`src/verilog/lsb_pkg.sv`:
```
// What this block does
// RQ1 - AND a register with register or immediate, result to destination, B/W/L
// RQ2 - OR a register with register or immediate, result to destination, B/W/L
// RQ3 - XOR a register with register or immediate, result to destination, B/W/L
// RQ4 - Invert every bit of the destination register, B/W/L
// RQ5 - Arithmetic shift left/right in place; right shift keeps the sign bit
// RQ6 - Logical shift left/right in place, zero fills the vacated bit
// RQ7 - Rotate left/right in place, leaving bit re-enters other end
// RQ8 - Rotate through carry: outgoing bit to carry, old carry enters
// RQ9 - Bit set forces one byte bit to 1; index immediate or register
// RQ10 - Bit clear forces selected bit to 0; index immediate or register
// RQ11 - Bit toggle inverts selected bit and writes the byte back
// RQ12 - Bit probe loads zero flag with inverse of bit, operand unchanged
// RQ13 - Carry becomes carry AND selected bit
// RQ14 - Carry becomes carry AND inverted bit; immediate index only
// RQ15 - Carry becomes carry OR selected bit
// RQ16 - Carry becomes carry OR inverted bit; immediate index only
// RQ17 - Carry becomes carry XOR selected bit
// RQ18 - Carry becomes carry XOR inverted bit; immediate index only
// RQ19 - Carry takes the selected bit, operand unchanged
// RQ20 - Carry takes the inverted bit; immediate index only
// RQ21 - Selected bit takes carry, other seven bits kept
// RQ22 - Selected bit takes inverted carry; immediate index only
// RQ23 - Memory bit change reads byte, alters one bit, writes same address
package lsb_pkg;
  localparam int DATA_W = 32;
  localparam int BYTE_W = 8;
  localparam int IDX_W = 3;
  localparam int ADDR_W = 16;
  localparam logic [31:0] MASK_BYTE = 32'h0000_00FF;
  localparam logic [31:0] MASK_WORD = 32'h0000_FFFF;
  localparam logic [31:0] MASK_LONG = 32'hFFFF_FFFF;
  localparam logic [4:0] MSB_BYTE = 5'h07;
  localparam logic [4:0] MSB_WORD = 5'h0F;
  localparam logic [4:0] MSB_LONG = 5'h1F;

  typedef enum logic [1:0] {
    SZ_BYTE = 2'h0, SZ_WORD = 2'h1, SZ_LONG = 2'h2
  } lsb_size_e;

  typedef enum logic [4:0] {
    OP_AND = 5'h00, OP_OR = 5'h01, OP_XOR = 5'h02, OP_NOT = 5'h03,
    OP_ARITH_SHIFT_LEFT = 5'h04, OP_ARITH_SHIFT_RIGHT = 5'h05,
    OP_LOGIC_SHIFT_LEFT = 5'h06, OP_LOGIC_SHIFT_RIGHT = 5'h07,
    OP_ROTATE_LEFT = 5'h08, OP_ROTATE_RIGHT = 5'h09,
    OP_ROTATE_LEFT_VIA_CARRY = 5'h0A, OP_ROTATE_RIGHT_VIA_CARRY = 5'h0B,
    OP_BIT_FORCE_ONE = 5'h0C, OP_BIT_FORCE_ZERO = 5'h0D, OP_BIT_TOGGLE = 5'h0E,
    OP_BIT_PROBE = 5'h0F, OP_BIT_AND_TO_CARRY = 5'h10, OP_INV_BIT_AND_TO_CARRY = 5'h11,
    OP_BIT_OR_TO_CARRY = 5'h12, OP_INV_BIT_OR_TO_CARRY = 5'h13,
    OP_BIT_XOR_TO_CARRY = 5'h14, OP_INV_BIT_XOR_TO_CARRY = 5'h15,
    OP_BIT_LOAD_CARRY = 5'h16, OP_INV_BIT_LOAD_CARRY = 5'h17,
    OP_CARRY_STORE_BIT = 5'h18, OP_INV_CARRY_STORE_BIT = 5'h19
  } lsb_op_e;

  typedef struct packed {
    lsb_op_e op;
    lsb_size_e size;
    logic [DATA_W-1:0] dst;
    logic [DATA_W-1:0] source_register;
    logic [DATA_W-1:0] imm;
    logic use_imm;
    logic [IDX_W-1:0] bit_imm;
    logic idx_from_reg;
    logic mem_operand;
    logic [ADDR_W-1:0] mem_addr;
    logic carry;
  } lsb_req_s;

  typedef struct packed {
    logic [DATA_W-1:0] result;
    logic reg_we;
    logic c;
    logic z;
    logic n;
    logic v;
    logic c_upd;
    logic z_upd;
    logic nv_upd;
    logic illegal;
  } lsb_rsp_s;

  function automatic logic [31:0] size_mask(input lsb_size_e s);
    if (s == SZ_BYTE) return MASK_BYTE;
    else if (s == SZ_WORD) return MASK_WORD;
    else return MASK_LONG;
  endfunction : size_mask

  function automatic logic [4:0] msb_pos(input lsb_size_e s);
    if (s == SZ_BYTE) return MSB_BYTE;
    else if (s == SZ_WORD) return MSB_WORD;
    else return MSB_LONG;
  endfunction : msb_pos

  function automatic logic is_bit_op(input lsb_op_e o);
    return o >= OP_BIT_FORCE_ONE;
  endfunction : is_bit_op
endpackage : lsb_pkg

```
`src/verilog/lsb_word_unit.sv`:
```
`timescale 1ns/1ps
module lsb_word_unit (
  // Operation
  input wire lsb_pkg::lsb_op_e op,
  input wire lsb_pkg::lsb_size_e size,
  input wire logic [31:0] dst,
  input wire logic [31:0] opnd,
  input wire logic carry_in,
  // Result
  output logic [31:0] result,
  output logic c_out,
  output logic c_upd,
  output logic n_out,
  output logic z_out,
  output logic v_out
);
  logic [31:0] mask;
  logic [31:0] a;
  logic [31:0] b;
  logic [31:0] r;
  logic [4:0] msb;
  logic top;

  always_comb begin
    mask = lsb_pkg::size_mask(size);
    msb = lsb_pkg::msb_pos(size);
    a = dst & mask;
    b = opnd & mask;
    top = a[msb];
    r = a;
    c_out = carry_in;
    c_upd = 1'b0;
    v_out = 1'b0;
    case (op)
      lsb_pkg::OP_AND: r = a & b; // RQ1
      lsb_pkg::OP_OR: r = a | b; // RQ2
      lsb_pkg::OP_XOR: r = a ^ b; // RQ3
      lsb_pkg::OP_NOT: r = ~a; // RQ4
      lsb_pkg::OP_ARITH_SHIFT_LEFT, lsb_pkg::OP_LOGIC_SHIFT_LEFT: begin
        r = a << 1; // RQ5 RQ6
        c_out = top;
        c_upd = 1'b1;
        if (op == lsb_pkg::OP_ARITH_SHIFT_LEFT) v_out = top ^ a[msb - 5'h01];
      end
      lsb_pkg::OP_ARITH_SHIFT_RIGHT: begin
        r = a >> 1;
        r[msb] = top; // RQ5
        c_out = a[0];
        c_upd = 1'b1;
      end
      lsb_pkg::OP_LOGIC_SHIFT_RIGHT: begin
        r = a >> 1; // RQ6
        c_out = a[0];
        c_upd = 1'b1;
      end
      lsb_pkg::OP_ROTATE_LEFT, lsb_pkg::OP_ROTATE_LEFT_VIA_CARRY: begin
        r = a << 1;
        r[0] = (op == lsb_pkg::OP_ROTATE_LEFT) ? top : carry_in; // RQ7 RQ8
        c_out = top;
        c_upd = 1'b1;
      end
      lsb_pkg::OP_ROTATE_RIGHT, lsb_pkg::OP_ROTATE_RIGHT_VIA_CARRY: begin
        r = a >> 1;
        r[msb] = (op == lsb_pkg::OP_ROTATE_RIGHT) ? a[0] : carry_in; // RQ7 RQ8
        c_out = a[0];
        c_upd = 1'b1;
      end
      default: r = a;
    endcase
    r = r & mask;
    n_out = r[msb];
    z_out = (r == 32'h0000_0000);
    result = (dst & ~mask) | r;
  end
endmodule : lsb_word_unit

```
`src/verilog/lsb_bit_unit.sv`:
```
`timescale 1ns/1ps
module lsb_bit_unit (
  // Operation
  input wire lsb_pkg::lsb_op_e op,
  input wire logic [7:0] byte_in,
  input wire logic [2:0] idx,
  input wire logic idx_from_reg,
  input wire logic carry_in,
  // Result
  output logic [7:0] byte_out,
  output logic writes,
  output logic c_out,
  output logic c_upd,
  output logic z_out,
  output logic z_upd,
  output logic illegal
);
  logic sel;

  always_comb begin
    sel = byte_in[idx];
    byte_out = byte_in;
    writes = 1'b0;
    c_out = carry_in;
    c_upd = 1'b0;
    z_out = 1'b0;
    z_upd = 1'b0;
    illegal = 1'b0;
    case (op)
      lsb_pkg::OP_BIT_FORCE_ONE: begin
        byte_out[idx] = 1'b1; // RQ9
        writes = 1'b1;
      end
      lsb_pkg::OP_BIT_FORCE_ZERO: begin
        byte_out[idx] = 1'b0; // RQ10
        writes = 1'b1;
      end
      lsb_pkg::OP_BIT_TOGGLE: begin
        byte_out[idx] = ~sel; // RQ11
        writes = 1'b1;
      end
      lsb_pkg::OP_BIT_PROBE: begin
        z_out = ~sel; // RQ12
        z_upd = 1'b1;
      end
      lsb_pkg::OP_BIT_AND_TO_CARRY: c_out = carry_in & sel; // RQ13
      lsb_pkg::OP_INV_BIT_AND_TO_CARRY: c_out = carry_in & ~sel; // RQ14
      lsb_pkg::OP_BIT_OR_TO_CARRY: c_out = carry_in | sel; // RQ15
      lsb_pkg::OP_INV_BIT_OR_TO_CARRY: c_out = carry_in | ~sel; // RQ16
      lsb_pkg::OP_BIT_XOR_TO_CARRY: c_out = carry_in ^ sel; // RQ17
      lsb_pkg::OP_INV_BIT_XOR_TO_CARRY: c_out = carry_in ^ ~sel; // RQ18
      lsb_pkg::OP_BIT_LOAD_CARRY: c_out = sel; // RQ19
      lsb_pkg::OP_INV_BIT_LOAD_CARRY: c_out = ~sel; // RQ20
      lsb_pkg::OP_CARRY_STORE_BIT: begin
        byte_out[idx] = carry_in; // RQ21
        writes = 1'b1;
      end
      lsb_pkg::OP_INV_CARRY_STORE_BIT: begin
        byte_out[idx] = ~carry_in; // RQ22
        writes = 1'b1;
      end
      default: byte_out = byte_in;
    endcase
    if (op >= lsb_pkg::OP_BIT_AND_TO_CARRY && op <= lsb_pkg::OP_INV_BIT_LOAD_CARRY) begin
      c_upd = 1'b1;
    end
    // Inverted forms take an immediate index only
    if (idx_from_reg && (op == lsb_pkg::OP_INV_BIT_AND_TO_CARRY
        || op == lsb_pkg::OP_INV_BIT_OR_TO_CARRY || op == lsb_pkg::OP_INV_BIT_XOR_TO_CARRY
        || op == lsb_pkg::OP_INV_BIT_LOAD_CARRY || op == lsb_pkg::OP_INV_CARRY_STORE_BIT)) begin
      illegal = 1'b1; // RQ14 RQ16 RQ18 RQ20 RQ22
    end
  end
endmodule : lsb_bit_unit

```
`src/verilog/lsb_alu.sv`:
```
`timescale 1ns/1ps
module lsb_alu (
  // Clock and reset
  input wire logic clk,
  input wire logic rst_b,
  // Request from the decoder
  input wire logic req_valid,
  input wire lsb_pkg::lsb_req_s req,
  output logic req_ready,
  // Answer to the register file and flags
  output logic rsp_valid,
  output lsb_pkg::lsb_rsp_s rsp,
  // Byte memory port
  output logic mem_rd_req,
  input wire logic mem_rd_ack,
  input wire logic [7:0] mem_rd_data,
  output logic mem_wr_req,
  input wire logic mem_wr_ack,
  output logic [lsb_pkg::ADDR_W-1:0] mem_addr,
  output logic [7:0] mem_wr_data
);
  typedef enum logic [1:0] {
    ST_IDLE = 2'h0,
    ST_EXEC = 2'h1,
    ST_RD = 2'h2,
    ST_WR = 2'h3
  } lsb_state_e;

  lsb_state_e state_reg;
  lsb_state_e state_next;
  lsb_pkg::lsb_req_s req_reg;
  lsb_pkg::lsb_rsp_s rsp_reg;
  lsb_pkg::lsb_rsp_s rsp_next;
  lsb_pkg::lsb_rsp_s pend_reg;
  logic rsp_valid_reg;
  logic req_ready_reg;
  logic mem_rd_req_reg;
  logic mem_wr_req_reg;
  logic [lsb_pkg::ADDR_W-1:0] mem_addr_reg;
  logic [7:0] mem_wr_data_reg;
  logic [7:0] rd_byte_reg;

  logic take;
  logic bit_op;
  logic mem_bit;
  logic [31:0] opnd;
  logic [2:0] idx;
  logic [7:0] bit_byte_in;
  logic [31:0] w_result;
  logic w_c;
  logic w_c_upd;
  logic w_n;
  logic w_z;
  logic w_v;
  logic [7:0] b_byte;
  logic b_writes;
  logic b_c;
  logic b_c_upd;
  logic b_z;
  logic b_z_upd;
  logic b_illegal;
  logic mem_write_back;

  assign take = req_valid && req_ready_reg;
  assign bit_op = lsb_pkg::is_bit_op(req_reg.op);
  assign mem_bit = bit_op && req_reg.mem_operand;
  assign opnd = req_reg.use_imm ? req_reg.imm : req_reg.source_register;
  // Index from the immediate field or low three bits of a register
  assign idx = req_reg.idx_from_reg ? req_reg.source_register[2:0] : req_reg.bit_imm; // RQ9
  assign bit_byte_in = mem_bit ? rd_byte_reg : req_reg.dst[7:0];
  assign mem_write_back = mem_bit && b_writes && !b_illegal;

  lsb_word_unit u_word (
    .op(req_reg.op),
    .size(req_reg.size),
    .dst(req_reg.dst),
    .opnd(opnd),
    .carry_in(req_reg.carry),
    .result(w_result),
    .c_out(w_c),
    .c_upd(w_c_upd),
    .n_out(w_n),
    .z_out(w_z),
    .v_out(w_v)
  );

  lsb_bit_unit u_bit (
    .op(req_reg.op),
    .byte_in(bit_byte_in),
    .idx(idx),
    .idx_from_reg(req_reg.idx_from_reg),
    .carry_in(req_reg.carry),
    .byte_out(b_byte),
    .writes(b_writes),
    .c_out(b_c),
    .c_upd(b_c_upd),
    .z_out(b_z),
    .z_upd(b_z_upd),
    .illegal(b_illegal)
  );

  // Answer assembled during the execute cycle
  always_comb begin
    rsp_next = '0;
    if (bit_op) begin
      rsp_next.result = {req_reg.dst[31:8], b_byte};
      rsp_next.reg_we = b_writes && !req_reg.mem_operand && !b_illegal; // RQ21
      rsp_next.c = b_c;
      rsp_next.z = b_z;
      rsp_next.c_upd = b_c_upd && !b_illegal;
      rsp_next.z_upd = b_z_upd && !b_illegal;
      rsp_next.illegal = b_illegal;
    end else begin
      rsp_next.result = w_result; // RQ1 RQ2 RQ3 RQ4
      rsp_next.reg_we = 1'b1;
      rsp_next.c = w_c;
      rsp_next.z = w_z;
      rsp_next.n = w_n;
      rsp_next.v = w_v;
      rsp_next.c_upd = w_c_upd;
      rsp_next.z_upd = 1'b1;
      rsp_next.nv_upd = 1'b1;
    end
  end

  // Sequencer
  always_comb begin
    state_next = state_reg;
    case (state_reg)
      ST_IDLE: begin
        if (take) begin
          if (lsb_pkg::is_bit_op(req.op) && req.mem_operand) state_next = ST_RD;
          else state_next = ST_EXEC;
        end
      end
      ST_RD: begin
        if (mem_rd_ack) state_next = ST_EXEC; // RQ23
      end
      ST_EXEC: begin
        if (mem_write_back) state_next = ST_WR;
        else state_next = ST_IDLE;
      end
      ST_WR: begin
        if (mem_wr_ack) state_next = ST_IDLE;
      end
      default: state_next = ST_IDLE;
    endcase
  end

  always_ff @(posedge clk or negedge rst_b) begin
    if (!rst_b) state_reg <= ST_IDLE;
    else state_reg <= state_next;
  end

  always_ff @(posedge clk or negedge rst_b) begin
    if (!rst_b) req_reg <= '0;
    else if (take) req_reg <= req;
  end

  always_ff @(posedge clk or negedge rst_b) begin
    if (!rst_b) req_ready_reg <= 1'b1;
    else if (take) req_ready_reg <= 1'b0;
    else if (state_next == ST_IDLE) req_ready_reg <= 1'b1;
  end

  // Memory read of the operand byte
  always_ff @(posedge clk or negedge rst_b) begin
    if (!rst_b) begin
      mem_rd_req_reg <= 1'b0;
      rd_byte_reg <= 8'h00;
    end else if (take && lsb_pkg::is_bit_op(req.op) && req.mem_operand) begin
      mem_rd_req_reg <= 1'b1;
    end else if (state_reg == ST_RD && mem_rd_ack) begin
      mem_rd_req_reg <= 1'b0;
      rd_byte_reg <= mem_rd_data; // RQ23
    end
  end

  // Write back to the same address
  always_ff @(posedge clk or negedge rst_b) begin
    if (!rst_b) begin
      mem_wr_req_reg <= 1'b0;
      mem_wr_data_reg <= 8'h00;
    end else if (state_reg == ST_EXEC && mem_write_back) begin
      mem_wr_req_reg <= 1'b1;
      mem_wr_data_reg <= b_byte; // RQ23
    end else if (state_reg == ST_WR && mem_wr_ack) begin
      mem_wr_req_reg <= 1'b0;
    end
  end

  always_ff @(posedge clk or negedge rst_b) begin
    if (!rst_b) mem_addr_reg <= '0;
    else if (take) mem_addr_reg <= req.mem_addr; // RQ23
  end

  // Answer pulse; held back until a memory write completes
  always_ff @(posedge clk or negedge rst_b) begin
    if (!rst_b) begin
      rsp_valid_reg <= 1'b0;
      rsp_reg <= '0;
      pend_reg <= '0;
    end else begin
      rsp_valid_reg <= 1'b0;
      if (state_reg == ST_EXEC && !mem_write_back) begin
        rsp_valid_reg <= 1'b1;
        rsp_reg <= rsp_next;
      end else if (state_reg == ST_EXEC) begin
        pend_reg <= rsp_next;
      end else if (state_reg == ST_WR && mem_wr_ack) begin
        rsp_valid_reg <= 1'b1;
        rsp_reg <= pend_reg;
      end
    end
  end

  assign req_ready = req_ready_reg;
  assign rsp_valid = rsp_valid_reg;
  assign rsp = rsp_reg;
  assign mem_rd_req = mem_rd_req_reg;
  assign mem_wr_req = mem_wr_req_reg;
  assign mem_addr = mem_addr_reg;
  assign mem_wr_data = mem_wr_data_reg;

  // Checks
  logic exec_reg_op;
  logic [7:0] chk_dst_lo;
  logic [7:0] chk_opnd_lo;
  logic [31:0] chk_dst;
  logic chk_carry;
  logic [2:0] chk_idx;
  assign exec_reg_op = (state_reg == ST_EXEC) && !req_reg.mem_operand;
  assign chk_dst_lo = req_reg.dst[7:0];
  assign chk_opnd_lo = opnd[7:0];
  assign chk_dst = req_reg.dst;
  assign chk_carry = req_reg.carry;
  assign chk_idx = idx;
endmodule : lsb_alu

```
`config.mk`:
```
export PLATFORM = sky130hd
export DESIGN_NAME = lsb_alu
export DESIGN_NICKNAME = d
export VERILOG_FILES = /design/src/verilog/lsb_pkg.sv /design/src/verilog/lsb_word_unit.sv /design/src/verilog/lsb_bit_unit.sv /design/src/verilog/lsb_alu.sv
export SDC_FILE = /design/constraint.sdc
export NUM_CORES = 1
export LEC_CHECK = 0
export ABC_AREA = 1
export BUFFER_PORTS_ARGS = -buffer_cell sky130_fd_sc_hd__buf_4
export CORE_AREA = 4 4 155 217
export DETAILED_ROUTE_END_ITERATION = 8
export DIE_AREA = 0 0 159 221
export PLACE_DENSITY = 0.67
export SLEW_MARGIN = 15
export SYNTH_ARGS = -nofsm -noshare
export SYNTH_HDL_FRONTEND = slang
export SYNTH_SLANG_ARGS = --single-unit
```
`constraint.sdc`:
```
create_clock -name clk -period 2.5 [get_ports clk]
set_input_delay 0.125 -clock clk [delete_from_list [all_inputs] [get_ports clk]]
set_output_delay 0.125 -clock clk [all_outputs]
set_load 0.005 [all_outputs]
```
==> results.toml <==
[routing]
vias_per_cell = 5.15
drt_iter0_drc = 1158
vias = 14600
drtAntennaViolNets = 0
dr.pass1.iters = 5
drt_wl_total_um = 46600
avgRoutedWirePerCell_um = 16.4
drc = 0

[power]
p_int_mw = 13.0
cellLeakagePower_nw = 10.5
cellPowerDensity_nw_per_um2 = 1260
finalPower_mw = 24.4
power_frac_seq_pct = 26.5
power_switching_share_pct = 46.5
max-vdd-ir-drop_v = 0.000791
clkPwrFrac_pct = 14.9
p_sw_mw = 11.3
comb_power_share_pct = 58.6

[yosys]
syn_inst = 2012
async_flop_share_pct = 100
synth.avg_cell_area_um2 = 7.01
yosys_warnings = 0
synth_fp_nets = 2215
synth_seq_area_share_pct = 40.8
yosys.area.top_type = "dfrtp_1"
ys_top_cells_by_area = "dfrtp_1 41%, nand2_1 22%, ha_1 5.7%"
yosys.cell_types.count = 54
synth_top_area_share_pct = 40.6
synth_seq_cells = 230
synth_ff_type = "dfrtp_1"
netlist_area_um2 = 14100
synth_edf_count = 0

[floorplan]
dieArea_um2 = 35100
coreArea_um2 = 31500
floorplan.rows = 77
die_h_um = 221
io_pins = 208
die_w_um = 159
start_util_pct = 44.8

[timing]
worst_pin_slew_ps = 706
fin_worst_skew_ps = 12.0
period_share_pct = 98.3
fin_ws_ps = 41.6
maxSlewHeadroom_pct = 52.9
rsz0062_at_grt = "yes"
fmax_mhz = 407
maxSlewViolCount = 0
finalSetupViolCount = 0
fin_crit_ps = 2460
finalHoldViolCount = 0

[clocking]
numCtsBuffers = 23
cts_max_level = 1
clock_latency_ps = 530
tritoncts = "built"
clk_path_buf_depth = 3
clk_pin_slew_ps = 70
root_buffer = "clkbuf_16"
clkSinkCount = 230

[placed_design]
gp_congestion = 0.927
post-place-ws_ps = -150
place_hpwl_um = 33000
io_buffers = 207

[layout]
utilization_pct = 61.2
fillers = 2844
register_area_um2 = 5760
multi_input_area_um2 = 7390
nets = 2626
final_common_cell = "nand2_1"
drive_gt1_share_pct = 20.2
layout_common_cells = "841 x nand2_1, 330 x buf_4, 227 x dfrtp_1"
largest_reg_flops = 77
areaGrowthSynthToFinish_pct = 36.5

[setup_path]
worst_r2r_endpoint = "rsp[6]"
reg2reg_depth = 16
r2r_slack_ps = 40
cp-end-kind = "register"
start_kind = "register"
crit_type = "register to register"
r2r-start = "req_reg[22]"
critPathArrivalTime_ps = 2930
path_max_fanout = 19
cp.required_ps = 2970

[grt]
gr-total-overflow = 0
first_global_vias = 14400
grt_max_degree = 149
gr-usage-all-layers_pct = 26.0
antenna_found_initial = 0
grt_first_pass_wirelength_um = 76200

[min_path]
hold_class = "primary input to register"
min_path_cells = 4
hold_end = "state_reg[1]"
hold_start = "mem_rd_ack"

[outcome]
outcome = "finished clean"

[run]
maxCapViolCount = 0
-- per-stage QoR --
step	setup TNS (ps)	std cells	hold WS (ps)	area, µm²
6_report	0	2835	28.3	19300
5_1_grt	-310	2834	32.4	19300
4_1_cts	0	2831	0.835	19100
3_5_place_dp	-619	2654	126	16900
3_3_place_gp	-130	2654	120	16900
2_1_floorplan	0	2012	-171	14100
-- worst max-delay path: stages, from the launching register on --
cell and delay, ps:
dfrtp_1 380, inv_2 70, buf_6 160, or2_2 270, o21ai_0 110, ha_1 280, nand2_1 70, o211ai_1 100
nor2_1 300, nand3_1 120, nor2_1 100, nand2_1 80, nor2_1 110, nand3_1 90, nand3_1 70, nand2_1 50
inv_1 50
-- synth_stat cells (4+ instances only) --
library cell / instances
nand2_1: 842
dfrtp_1: 229
nor2_1: 176
inv_1: 169
o21ai_0: 114
nand3_1: 107
ha_1: 64
clkbuf_1: 50
nor3_1: 33
buf_2: 22
nand4_1: 22
o211ai_1: 20
a21oi_1: 14
inv_2: 13
a22oi_1: 12
buf_4: 9
buf_6: 9
o21ai_1: 9
or2_2: 9
a21boi_0: 8
buf_1: 8
mux2_2: 8
nand2_2: 7
a221oi_1: 5
a211oi_1: 4
nor2_4: 4
o21a_1: 4
-- logic make-up after synthesis --
kind of cell	after synthesis	share of synthesized area (%)
fa+ha+maj	64	5.67
flops	230	40.8
simple gates	1219	35.5
buf+inv	282	8.43
mux	8	0.638
xor+xnor	1	0.0621
compound gates	208	8.90
-- what timing repair did --
item / in CTS / in global routing
setup endpoints to repair: 9 / 43
cloned: 0 / 0
endpoints found under the hold margin: 229 / 0
buffers inserted: 0 / 3
gates resized for setup: 14 / 52
pin swaps: 0 / 6
hold buffers: 136 / 0
-- power by group through the flow --
stage | combinational, mW | clock (mW) | sequential (mW)
finish | 14.3 | 3.64 | 6.46
CTS | 13.8 | 3.72 | 6.39
global placement | 13.3 | 0 | 6.43
floorplan | 8.37 | 0 | 6.05
global route | 16.0 | 3.86 | 6.62
detailed placement | 13.5 | 0 | 6.43
-- layout make-up --
cell class	instances	share of cell area (%)
multi-input combinational	1500	38.4
sequential	230	29.9
timing repair buffer	484	21.5
inverter	184	3.61
clock buffer	31	3.35
tap	395	2.57
clock inverter	10	0.727
antenna	1	0.0130
-- worst max path at each step --
stage,startpoint,to,slack [ps],depth (start not counted)
2_1_floorplan,req_reg[120],rsp[30],10,17
3_3_place_gp,req_reg[22],rsp[6],-100,19
3_5_place_dp,req_reg[22],rsp[6],-150,20
4_1_cts,req_reg[22],rsp[36],8,16
5_1_grt,req_reg[22],rsp[6],-160,18
6_report,req_reg[22],rsp[6],40,16
-- metal layers --
metal	routed length, µm	global-route usage [%]
met1	20700	36.1
met4	1440	8.80
met3	2600	3.09
met2	21800	42.5
met5	0	0
Power figures use the tool's default switching activity.
